[config.mk]
export PLATFORM = sky130hd
export DESIGN_NAME = high_port_gpio_bank
export DESIGN_NICKNAME = d
export VERILOG_FILES = /design/src/hw/high_port_gpio_bank_dummy_guard.sv /design/src/hw/high_port_pkg.sv /design/src/hw/high_port_gpio_bank.sv /design/src/hw/port_pin_driver.sv
export SDC_FILE = /design/constraint.sdc
export NUM_CORES = 1
export LEC_CHECK = 0
export ABC_AREA = 1
export BUFFER_PORTS_ARGS = -buffer_cell sky130_fd_sc_hd__buf_2
export CAP_MARGIN = 15
export CORE_MARGIN = 2
export CORE_UTILIZATION = 57
export DETAILED_ROUTE_END_ITERATION = 10
export HOLD_SLACK_MARGIN = 0.06
export PLACE_DENSITY = 0.85
export SYNTH_ARGS = -nofsm -noshare
export SYNTH_HDL_FRONTEND = slang
export SYNTH_SLANG_ARGS = --single-unit
[constraint.sdc]
create_clock -name clock -period 2.3 [get_ports clock]
set_input_delay 0.345 -clock clock [delete_from_list [all_inputs] [get_ports clock]]
set_output_delay 0.345 -clock clock [all_outputs]
set_load 0.01 [all_outputs]
[src/hw/high_port_gpio_bank_dummy_guard.sv]
// (intentionally left minimal: no extra module)

[src/hw/high_port_pkg.sv]
// Constants and types shared by the high-port I/O bank
package high_port_pkg;

  // ==========================================================
  // Widths
  localparam int          PORT_W               = 8;

  // ==========================================================
  // Register page and addresses
  localparam logic [7:0]  SFR_PAGE_F           = 8'h0f;
  localparam logic [7:0]  PORT_FIVE_DATA_ADDR  = 8'hd8;
  localparam logic [7:0]  PORT_SIX_DATA_ADDR   = 8'he8;
  localparam logic [7:0]  PORT_FOUR_DRIVE_ADDR = 8'h9c;
  localparam logic [7:0]  PORT_FIVE_DRIVE_ADDR = 8'h9d;
  localparam logic [7:0]  PORT_SIX_DRIVE_ADDR  = 8'h9e;

  // ==========================================================
  // Reset values
  localparam logic [7:0]  DRIVE_RESET          = 8'h00;
  localparam logic [7:0]  LATCH_RESET          = 8'hff;
  localparam logic [7:0]  RDATA_RESET          = 8'h00;

  // ==========================================================
  // External memory address byte positions
  localparam int          ADDR_HI_LSB          = 8;
  localparam int          ADDR_LO_LSB          = 0;

  typedef enum logic {
    MEM_MUX    = 1'b0,
    MEM_NONMUX = 1'b1
  } mem_mode_t;

endpackage

[src/hw/high_port_gpio_bank.sv]
// High-port I/O bank: port five and six latches, three drive-select registers
`timescale 1ns/100ps
module high_port_gpio_bank #(
  parameter int WIDTH = 8
) (
  input  wire logic                     clock,
  input  wire logic                     reset,
  input  wire logic [7:0]               sfr_addr,
  input  wire logic [7:0]               register_page_select,
  input  wire logic                     sfr_wr,
  input  wire logic                     sfr_rd,
  input  wire logic                     rmw_read,
  input  wire logic [7:0]               sfr_wdata,
  output logic      [7:0]               sfr_rdata,
  output logic                          sfr_hit,
  input  wire logic                     mem_active,
  input  wire high_port_pkg::mem_mode_t  mem_mode,
  input  wire logic [15:0]              mem_addr,
  input  wire logic [WIDTH-1:0]         port_five_pin_in,
  output logic      [WIDTH-1:0]         port_five_pin_out,
  output logic      [WIDTH-1:0]         port_five_pin_oe,
  input  wire logic [WIDTH-1:0]         port_six_pin_in,
  output logic      [WIDTH-1:0]         port_six_pin_out,
  output logic      [WIDTH-1:0]         port_six_pin_oe,
  output logic      [WIDTH-1:0]         port_four_drive_select
);
  import high_port_pkg::*;

  // ==========================================================
  // State
  typedef struct packed {
    logic [WIDTH-1:0] five_latch;
    logic [WIDTH-1:0] six_latch;
    logic [WIDTH-1:0] four_drive;
    logic [WIDTH-1:0] five_drive;
    logic [WIDTH-1:0] six_drive;
    logic [WIDTH-1:0] five_out;
    logic [WIDTH-1:0] five_oe;
    logic [WIDTH-1:0] six_out;
    logic [WIDTH-1:0] six_oe;
    logic [7:0]       rdata;
    logic             hit;
  } state_t;

  state_t state_reg;
  state_t state_next;

  // Decode used for every register: address match on page F only
  function automatic logic sel(input logic [7:0] addr, input logic [7:0] page,
                               input logic [7:0] offset);
    sel = (page == SFR_PAGE_F) && (addr == offset);
  endfunction

  logic             sel_five_data;
  logic             sel_six_data;
  logic             sel_four_drive;
  logic             sel_five_drive;
  logic             sel_six_drive;
  logic             five_take;
  logic             six_take;
  logic [WIDTH-1:0] six_mem_value;
  logic [WIDTH-1:0] five_out_next;
  logic [WIDTH-1:0] five_oe_next;
  logic [WIDTH-1:0] six_out_next;
  logic [WIDTH-1:0] six_oe_next;

  assign sel_five_data  = sel(sfr_addr, register_page_select, PORT_FIVE_DATA_ADDR);
  assign sel_six_data   = sel(sfr_addr, register_page_select, PORT_SIX_DATA_ADDR);
  assign sel_four_drive = sel(sfr_addr, register_page_select, PORT_FOUR_DRIVE_ADDR);
  assign sel_five_drive = sel(sfr_addr, register_page_select, PORT_FIVE_DRIVE_ADDR);
  assign sel_six_drive  = sel(sfr_addr, register_page_select, PORT_SIX_DRIVE_ADDR);

  // ==========================================================
  // Memory interface takeover
  assign five_take      = mem_active && (mem_mode == MEM_NONMUX);
  assign six_take       = mem_active;
  assign six_mem_value  = (mem_mode == MEM_MUX) ?
                          mem_addr[ADDR_HI_LSB +: WIDTH] :
                          mem_addr[ADDR_LO_LSB +: WIDTH];

  // Drivers see the next latch so the pins follow a write on the same edge
  port_pin_driver #(.WIDTH(WIDTH)) u_five (
    .latch        (state_next.five_latch),
    .drive_select (state_next.five_drive),
    .mem_take     (five_take),
    .mem_value    (mem_addr[ADDR_HI_LSB +: WIDTH]),
    .pin_out_next (five_out_next),
    .pin_oe_next  (five_oe_next)
  );

  port_pin_driver #(.WIDTH(WIDTH)) u_six (
    .latch        (state_next.six_latch),
    .drive_select (state_next.six_drive),
    .mem_take     (six_take),
    .mem_value    (six_mem_value),
    .pin_out_next (six_out_next),
    .pin_oe_next  (six_oe_next)
  );

  // ==========================================================
  // Next state
  always_comb begin
    state_next          = state_reg;
    state_next.hit      = 1'b0;
    state_next.rdata    = RDATA_RESET;
    if (sfr_wr) begin
      if (sel_five_data) begin
        state_next.five_latch = sfr_wdata[WIDTH-1:0];
      end else if (sel_six_data) begin
        state_next.six_latch = sfr_wdata[WIDTH-1:0];
      end else if (sel_four_drive) begin
        state_next.four_drive = sfr_wdata[WIDTH-1:0];
      end else if (sel_five_drive) begin
        state_next.five_drive = sfr_wdata[WIDTH-1:0];
      end else if (sel_six_drive) begin
        state_next.six_drive = sfr_wdata[WIDTH-1:0];
      end
    end
    if (sfr_rd) begin
      state_next.hit = sel_five_data | sel_six_data | sel_four_drive |
                       sel_five_drive | sel_six_drive;
      // Latch read on read-modify-write avoids loading a pulled-low pin back as zero
      if (sel_five_data) begin
        state_next.rdata = rmw_read ? state_reg.five_latch : port_five_pin_in;
      end else if (sel_six_data) begin
        state_next.rdata = rmw_read ? state_reg.six_latch : port_six_pin_in;
      end else if (sel_four_drive) begin
        state_next.rdata = state_reg.four_drive;
      end else if (sel_five_drive) begin
        state_next.rdata = state_reg.five_drive;
      end else if (sel_six_drive) begin
        state_next.rdata = state_reg.six_drive;
      end
    end
    state_next.five_out = five_out_next;
    state_next.five_oe  = five_oe_next;
    state_next.six_out  = six_out_next;
    state_next.six_oe   = six_oe_next;
  end

  always_ff @(posedge clock) begin
    if (reset) begin
      state_reg.five_latch <= LATCH_RESET;
      state_reg.six_latch  <= LATCH_RESET;
      state_reg.four_drive <= DRIVE_RESET;
      state_reg.five_drive <= DRIVE_RESET;
      state_reg.six_drive  <= DRIVE_RESET;
      state_reg.five_out   <= LATCH_RESET;
      state_reg.five_oe    <= DRIVE_RESET;
      state_reg.six_out    <= LATCH_RESET;
      state_reg.six_oe     <= DRIVE_RESET;
      state_reg.rdata      <= RDATA_RESET;
      state_reg.hit        <= 1'b0;
    end else begin
      state_reg <= state_next;
    end
  end

  assign sfr_rdata              = state_reg.rdata;
  assign sfr_hit                = state_reg.hit;
  assign port_five_pin_out      = state_reg.five_out;
  assign port_five_pin_oe       = state_reg.five_oe;
  assign port_six_pin_out       = state_reg.six_out;
  assign port_six_pin_oe        = state_reg.six_oe;
  assign port_four_drive_select = state_reg.four_drive;
endmodule

[src/hw/port_pin_driver.sv]
// Per-pin output value and enable for one 8-bit port
`timescale 1ns/100ps
module port_pin_driver #(
  parameter int WIDTH = 8
) (
  input  wire logic [WIDTH-1:0] latch,
  input  wire logic [WIDTH-1:0] drive_select,
  input  wire logic             mem_take,
  input  wire logic [WIDTH-1:0] mem_value,
  output logic      [WIDTH-1:0] pin_out_next,
  output logic      [WIDTH-1:0] pin_oe_next
);

  // ==========================================================
  // Drive per bit
  genvar i;
  generate
    for (i = 0; i < WIDTH; i++) begin : g_bit
      logic value;
      // The memory interface replaces only the value; the drive mode still applies
      assign value           = mem_take ? mem_value[i] : latch[i];
      assign pin_out_next[i] = value;
      // Low always drives; high drives only in push-pull, else floats
      assign pin_oe_next[i]  = ~value | drive_select[i];
    end
  endgenerate

endmodule

==> results of run 1 <==
==> cells in the mapped netlist (3+ instances only) <==
cell type,instances,area share (%)
sky130_fd_sc_hd__nand2_1,226,20
sky130_fd_sc_hd__dfxtp_1,81,39
sky130_fd_sc_hd__nand3_1,56,6.7
sky130_fd_sc_hd__buf_4,53,9.4
sky130_fd_sc_hd__inv_1,52,4.6
sky130_fd_sc_hd__nor2_1,33,2.9
sky130_fd_sc_hd__o21ai_0,32,3.8
sky130_fd_sc_hd__nand4_1,18,2.7
sky130_fd_sc_hd__clkbuf_1,13,1.2
sky130_fd_sc_hd__a21oi_1,12,1.4
sky130_fd_sc_hd__nor3_1,9,1.1
sky130_fd_sc_hd__mux2_2,8,2.1
sky130_fd_sc_hd__nand2_2,5,0.74
sky130_fd_sc_hd__buf_1,4,0.36
sky130_fd_sc_hd__mux2i_1,4,0.95
sky130_fd_sc_hd__nor2_4,4,1.1
sky130_fd_sc_hd__inv_2,3,0.27
==> kinds of logic (layout without fill, tap and decap cells) <==
kind of cell	count (synthesis)	in the layout	synth area share, %
multiplexers	12	12	3.090
AO/OA/AOI/OAI	44	44	5.229
buffers and inverters	129	189	16.64
flip-flops	81	81	38.50
AND/OR/NAND/NOR	356	356	36.54
==> final timing paths <==
kind / slack (ns) / cells after the start / to
worst max-delay path: 0.74 / 11 / port_five_pin_oe[3]$_SDFF_PP0_
worst min-delay path: 0.33 / 3 / port_six_pin_out[4]$_SDFF_PP1_
worst max register to register: 1.18 / 5 / sfr_rdata[5]$_SDFF_PP0_
worst min register to register: 0.49 / 2 / state_reg[77]$_SDFF_PP1_
==> cell type report <==
class	count	area [µm²]
Tap cell	99	123.9
Sequential cell	81	1622
Inverter	55	206.4
Clock inverter	5	102.6
Multi-Input combinational cell	412	1889
Clock buffer	11	141.4
Fill cell	658	2496
Timing Repair Buffer	118	633.1
==> worst min-delay path, cell delays in order <==
cell	delay (ns)
sky130_fd_sc_hd__buf_2	0.16
sky130_fd_sc_hd__a21oi_1	0.06
sky130_fd_sc_hd__nand2_1	0.08
==> metal layers <==
metal / routed length, µm / GRT usage [%]
met1: 5096 / 38.47
met2: 5241 / 46.53
met3: 1014 / 6.203
met4: 285 / 11.92
met5: 0 / 0
==> cell usage in the layout, fill, tap and decap left out, drive strengths merged <==
cell,n
nor3,9
nand3,58
inv,55
mux2i,4
clkinv,1
mux2,8
nand2,231
o21ai,32
dfxtp,81
buf,118
nand4,18
a21oi,12
clkbuf,11
nor2,40
clkinvlp,1
bufinv,3
==> power breakdown <==
part | internal [mW] | switching [mW]
clock network | 0.750 | 0.508
logic | 0.0984 | 0.159
registers | 1.43 | 0.00747
total | 2.28 | 0.675
==> through the flow <==
stage / total power, mW / worst slack (ns)
3_5_place_dp: 1.725 / 0.4051
3_3_place_gp: 1.719 / 0.4657
5_1_grt: 3.057 / 0.5569
2_1_floorplan: 1.634 / 0.8734
4_1_cts: 2.961 / 0.7550
6_report: 2.952 / 0.7401
==> impl_metrics.csv, run 1 <==
group,metric,value,unit
run_status,run_status,"finished clean",
floorplanning,top_level_ports,112,
place,placed_cells_incl_taps,765,
clock_network,post_cts.repair.setup_buffers,0,
synth,post_synth_inst_count,622,
floorplanning,floorplan.die.width,89.96,µm
detailed_routing,drtAntennaViolNets,0,
finish,finish.utilization,65.40,%
detailed_routing,dr_total_vias,4066,
timing,crit_share_post_route,67.82,%
place,io_buffer_count,111,
finish,antenna_cells_inserted,0,
timing,rsz0062_at_grt,"false",
synth,netlist-cell-type-count,22,
floorplanning,dieArea,0.008092,mm²
power,vdd_drop_max,0.5450,mV
critical_path,setup.worst_path.class,"input port to register",
synth,yosys_warnings,0,
finish,fin_area,0.004718,mm²
synth,synth_sequential_area_ratio,38.50,%
synth,synth-main-ff-cell,"sky130_fd_sc_hd__dfxtp_1",
clock_network,htreeDepth,3,
job,drv_cap,0,
timing,finalMaxSlewViolations,0,
clock_network,cts.reportedPaths.clkPinSlew,0.08,ns
clock_network,cts_buffers,9,
place,place.gp.congestion,0.9195,
synth,syn_nets,685,
floorplanning,starting_density_of_the_core,58.38,%
timing,timing.fmax,0.6411,GHz
timing,setup_skew_after_layout,0.007526,ns
clock_network,cts_tree,"built",
synth,syn-cell-area,0.004212,mm²
detailed_routing,detail_route.wirelength,11640,µm
global_route,globalRouteTotalUtil,29.09,%
critical_path,cp-end-kind,"register",
timing,fin_worst_hold_slack,0.3313,ns
clock_network,root_buffer,"sky130_fd_sc_hd__clkbuf_8",
synth,async_reset_ff_share,0,%
critical_path,cp.buffers_inverters,3,
detailed_routing,drt_first_pass_iters,5,
critical_path,crit_path_max_fanout,19,
power,power.leakage,2.659,nW
timing,setup_tns,0,ns
place,dp_hpwl,8873,µm
finish,final-instance-count-excl-fill,781,
timing,worst_slew_margin_rel,64.21,%
power,power.density,625.6,mW/mm²
critical_path,cp_cell_sequence,"buf_2 -> nor2_1 -> nand2_1 -> nor2_8 -> buf_12 -> buf_4 -> nand4_1 -> nand2_1 -> nand2_1 -> nand2_1 -> nand2_1",
global_route,grt_start_max_net_pins,29,
critical_path,crit_slowest_cell,"sky130_fd_sc_hd__nor2_8",
clock_network,clock_path_buffers,2,
floorplanning,die_h,89.96,µm
timing,setup-violations-final,0,
detailed_routing,dr.first_iter.drc_count,396,
finish,area_growth_syn_to_layout,12.03,%
global_route,global_route.overflow_total,0,
detailed_routing,routed_wire_length_per_instance,14.90,µm
timing,hold_viol,0,
clock_network,holdBufCountCts,0,
critical_path,critical_path.most_common_cell,"sky130_fd_sc_hd__nand2_1",
clock_network,numClockSinks,81,
critical_path,cp_top_family,"simple AND/OR/NAND/NOR gates",
timing,worst_slew_pin_tran,0.5363,ns
critical_path,critPathLaunch,"register_page_select[5]",
critical_path,data_required_critical_path,2.54,ns
global_route,grt_pass1_vias,3797,
place,dpl_cell_area,0.004474,mm²
timing,min_period,1.560,ns
hold_path,min-delay-path-class,"input port to register",
floorplanning,row_count,31,
critical_path,maximum_cell_stage_delay_along_the_critical_path,0.30,ns
clock_network,post_cts_resized,0,
floorplanning,core-area,0.007214,mm²
clock_network,worst_skew_pair.late_latency,0.35,ns
hold_path,holdCritStartpoint,"reset",
synth,post_synth.cell_area_avg,6.771,µm²
finish,drive_gt1_share,23.17,%
global_route,number_of_antenna_violations_at_the_first_check_in_global_routing,0,
finish,largest_register_ff_count,32,
detailed_routing,drc_errors,0,
synth,edff_count_synth,0,
critical_path,timing.critical_path.from_type,"input port",
critical_path,worstReg2RegStart,"state_reg[78]$_SDFF_PP1_",
detailed_routing,drt-vias-per-instance,5.206,
critical_path,worst-endpoint-arrival,1.80,ns
global_route,grt_first_pass_wirelength,18550,µm
synth,synth_seq_cells,81,
finish,finalNetCount,740,
No activity file was read; power rests on OpenSTA's default activity.
==> run 2, diff against run 1 <==
--- a/config.mk
+++ b/config.mk
@@ -9,10 +9,10 @@
 export BUFFER_PORTS_ARGS = -buffer_cell sky130_fd_sc_hd__buf_2
 export CAP_MARGIN = 15
 export CORE_MARGIN = 2
-export CORE_UTILIZATION = 57
+export CORE_UTILIZATION = 48
 export DETAILED_ROUTE_END_ITERATION = 10
 export HOLD_SLACK_MARGIN = 0.06
-export PLACE_DENSITY = 0.85
+export PLACE_DENSITY = 0.77
 export SYNTH_ARGS = -nofsm -noshare
 export SYNTH_HDL_FRONTEND = slang
 export SYNTH_SLANG_ARGS = --single-unit
==> constraint.sdc (replaced) <==
create_clock -name clock -period 1.29 [get_ports clock]
set_input_delay 0.1935 -clock clock [delete_from_list [all_inputs] [get_ports clock]]
set_output_delay 0.1935 -clock clock [all_outputs]
set_load 0.01 [all_outputs]
==> run 2 against run 1 <==
Compared with the run above:
- sequential power increased by 78%
- via count is 0.12% lower
- worst hold slack got worse by 0.17 ns
- sequential cell count is the same
- highest routed layer unchanged
==> impl_metrics.csv, run 2 (synthesis results as in run 1) <==
group,metric,value,unit
run_status,run_status,"finished clean",
global_route,globalRouteTotalUtil,24.41,%
detailed_routing,routed_wire_length_per_instance,14.27,µm
clock_network,clock_path_buffers,2,
critical_path,setup.worst_path.end,"port_six_pin_oe[4]$_SDFF_PP0_",
timing,crit_share_post_route,91.69,%
clock_network,cts.reportedPaths.clkPinSlew,0.08,ns
global_route,global_route.overflow_total,0,
timing,worst_slew_pin_tran,0.4545,ns
critical_path,regToRegEndpoint,"sfr_rdata[3]$_SDFF_PP0_",
critical_path,worstReg2RegStart,"state_reg[76]$_SDFF_PP1_",
global_route,grt_start_max_net_pins,50,
critical_path,cp.buffers_inverters,2,
global_route,grt_first_pass_wirelength,18460,µm
finish,mostFrequentLayoutCell,"sky130_fd_sc_hd__nand2_1",
clock_network,numClockSinks,81,
power,power.leakage,2.750,nW
timing,min_period,1.183,ns
hold_path,min-delay-path-class,"input port to register",
critical_path,crit_slowest_cell,"sky130_fd_sc_hd__buf_4",
detailed_routing,dr_total_vias,4061,
floorplanning,row_count,34,
finish,area_growth_syn_to_layout,16.10,%
critical_path,data_required_critical_path,1.54,ns
power,cellInternalPower,3.694,mW
critical_path,regToRegSetupSlack,0.23,ns
finish,finalNetCount,762,
power,clockPowerShare,38.7,%
critical_path,crit_path_max_fanout,22,
critical_path,critical_path.most_common_cell,"sky130_fd_sc_hd__nand2_1",
critical_path,worst_r2r_path_depth,5,
power,fraction_of_power_spent_switching_nets,25.41,%
power,post-layout-total-power,4.952,mW
clock_network,worst_skew_pair.late_latency,0.36,ns
critical_path,timing.critical_path.from_type,"input port",
floorplanning,dieArea,0.009539,mm²
critical_path,cp-end-kind,"register",
finish,largest_register_ff_count,32,
critical_path,maximum_cell_stage_delay_along_the_critical_path,0.27,ns
global_route,number_of_antenna_violations_at_the_first_check_in_global_routing,0,
detailed_routing,drt-vias-per-instance,5.007,
floorplanning,core-area,0.008593,mm²
timing,setup-violations-final,0,
clock_network,root_buffer,"sky130_fd_sc_hd__clkbuf_8",
detailed_routing,drt_first_pass_iters,5,
job,drv_cap,0,
floorplanning,top_level_ports,112,
floorplanning,floorplan.die.width,97.67,µm
power,pwr-share-comb,9.7,%
detailed_routing,dr.first_iter.drc_count,240,
critical_path,critPathLaunch,"register_page_select[5]",
critical_path,crit_cells,10,
critical_path,cp_cell_sequence,"buf_2 -> nor2_1 -> nand2_1 -> nor2_8 -> buf_4 -> nand4_1 -> nand2_1 -> nand2_1 -> nand2_1 -> nand2_1",
critical_path,setup.worst_path.class,"input port to register",
place,io_buffer_count,111,
place,dp_hpwl,8960,µm
clock_network,cts_buffers,9,
power,vdd_drop_max,0.5968,mV
finish,fillerInstances,843,
finish,antenna_cells_inserted,0,
detailed_routing,drtAntennaViolNets,0,
power,total_switching_power,1.259,mW
timing,timing.fmax,0.8455,GHz
power,power_frac_seq,51.7,%
critical_path,worst-endpoint-arrival,1.44,ns
finish,final-instance-count-excl-fill,811,
finish,drive_gt1_share,25.89,%
timing,fin_worst_hold_slack,0.1633,ns
clock_network,htreeDepth,3,
clock_network,post_cts.repair.setup_buffers,0,
floorplanning,die_h,97.67,µm
timing,hold_viol,0,
clock_network,cts_tree,"built",
timing,rsz0062_at_grt,"false",
finish,layout.cells.most_common_list,"sky130_fd_sc_hd__nand2_1, sky130_fd_sc_hd__buf_2, sky130_fd_sc_hd__dfxtp_1",
floorplanning,starting_density_of_the_core,49.01,%
timing,worst_slew_margin_rel,69.66,%
global_route,grt_pass1_vias,3796,
timing,setup_tns,0,ns
place,place.gp.congestion,0.9303,
critical_path,cp_top_family,"simple AND/OR/NAND/NOR gates",
timing,finalMaxSlewViolations,0,
clock_network,holdBufCountCts,0,
timing,setup_skew_after_layout,0.01077,ns
detailed_routing,detail_route.wirelength,11570,µm
place,placed_cells_incl_taps,796,
power,power.density,1013,mW/mm²
detailed_routing,drc_errors,0,
==> run 2: what timing repair did <==
item	4_1_cts	5_1_grt
setup endpoints to repair	0	15
hold endpoints to repair	0	0
resized for setup	0	3
==> run 2: tightest hold or removal path, stage by stage <==
cell and delay [ns]:
sky130_fd_sc_hd__buf_2 0.15, sky130_fd_sc_hd__a21oi_1 0.06, sky130_fd_sc_hd__nand2_1 0.08
==> run 2: cell type report <==
class | instances | area [µm²] | share of cell area [%]
Clock inverter | 5 | 63.81 | 1.305
Multi-Input combinational cell | 412 | 1902 | 38.89
Tap cell | 108 | 135.1 | 2.764
Inverter | 55 | 206.4 | 4.222
Sequential cell | 81 | 1622 | 33.16
Clock buffer | 10 | 137.6 | 2.815
Timing Repair Buffer | 140 | 823.3 | 16.84
==> run 2: power groups by stage <==
stage	Combinational (mW)	Clock (mW)	Sequential, mW
floorplan	0.297	0	2.62
global placement	0.464	0	2.62
detailed placement	0.475	0	2.62
CTS	0.477	1.95	2.56
global route	0.528	2.05	2.56
finish	0.479	1.92	2.56
==> run 2: metrics by stage <==
| step | cell area, µm² | util (%) | worst slack (ns) |
|---|---|---|---|
| 2_1_floorplan | 4212 | - | 0.01495 |
| 3_3_place_gp | 4676 | 54.41 | -0.2464 |
| 3_5_place_dp | 4676 | 54.41 | -0.2731 |
| 4_1_cts | 4877 | 56.76 | 0.1119 |
| 5_1_grt | 4890 | 56.90 | 0.001549 |
| 6_report | 4890 | 56.90 | 0.1072 |
==> run 2: worst min path at each step <==
stage	start	end	slack, ns	depth (start not counted)
2_1_floorplan	sfr_wdata[0]	port_four_drive_select[0]$_SDFFE_PP0P_	0.34	2
3_3_place_gp	state_reg[79]$_SDFF_PP1_	state_reg[79]$_SDFF_PP1_	0.48	2
3_5_place_dp	state_reg[80]$_SDFF_PP1_	state_reg[80]$_SDFF_PP1_	0.49	2
4_1_cts	reset	port_six_pin_out[7]$_SDFF_PP1_	0.15	3
5_1_grt	sfr_wdata[5]	port_four_drive_select[5]$_SDFFE_PP0P_	0.18	3
6_report	reset	port_six_pin_out[7]$_SDFF_PP1_	0.16	3
==> run 2: per-layer routing <==
metal  vias to the layer above  track usage (%)  share of wire [%]
li1                       2064                -                  -
met1                      1804            33.63                 45
met2                       170            38.94                 45
met3                        23            4.676                7.7
met4                         0            7.265                1.7
met5                         -                0                  0
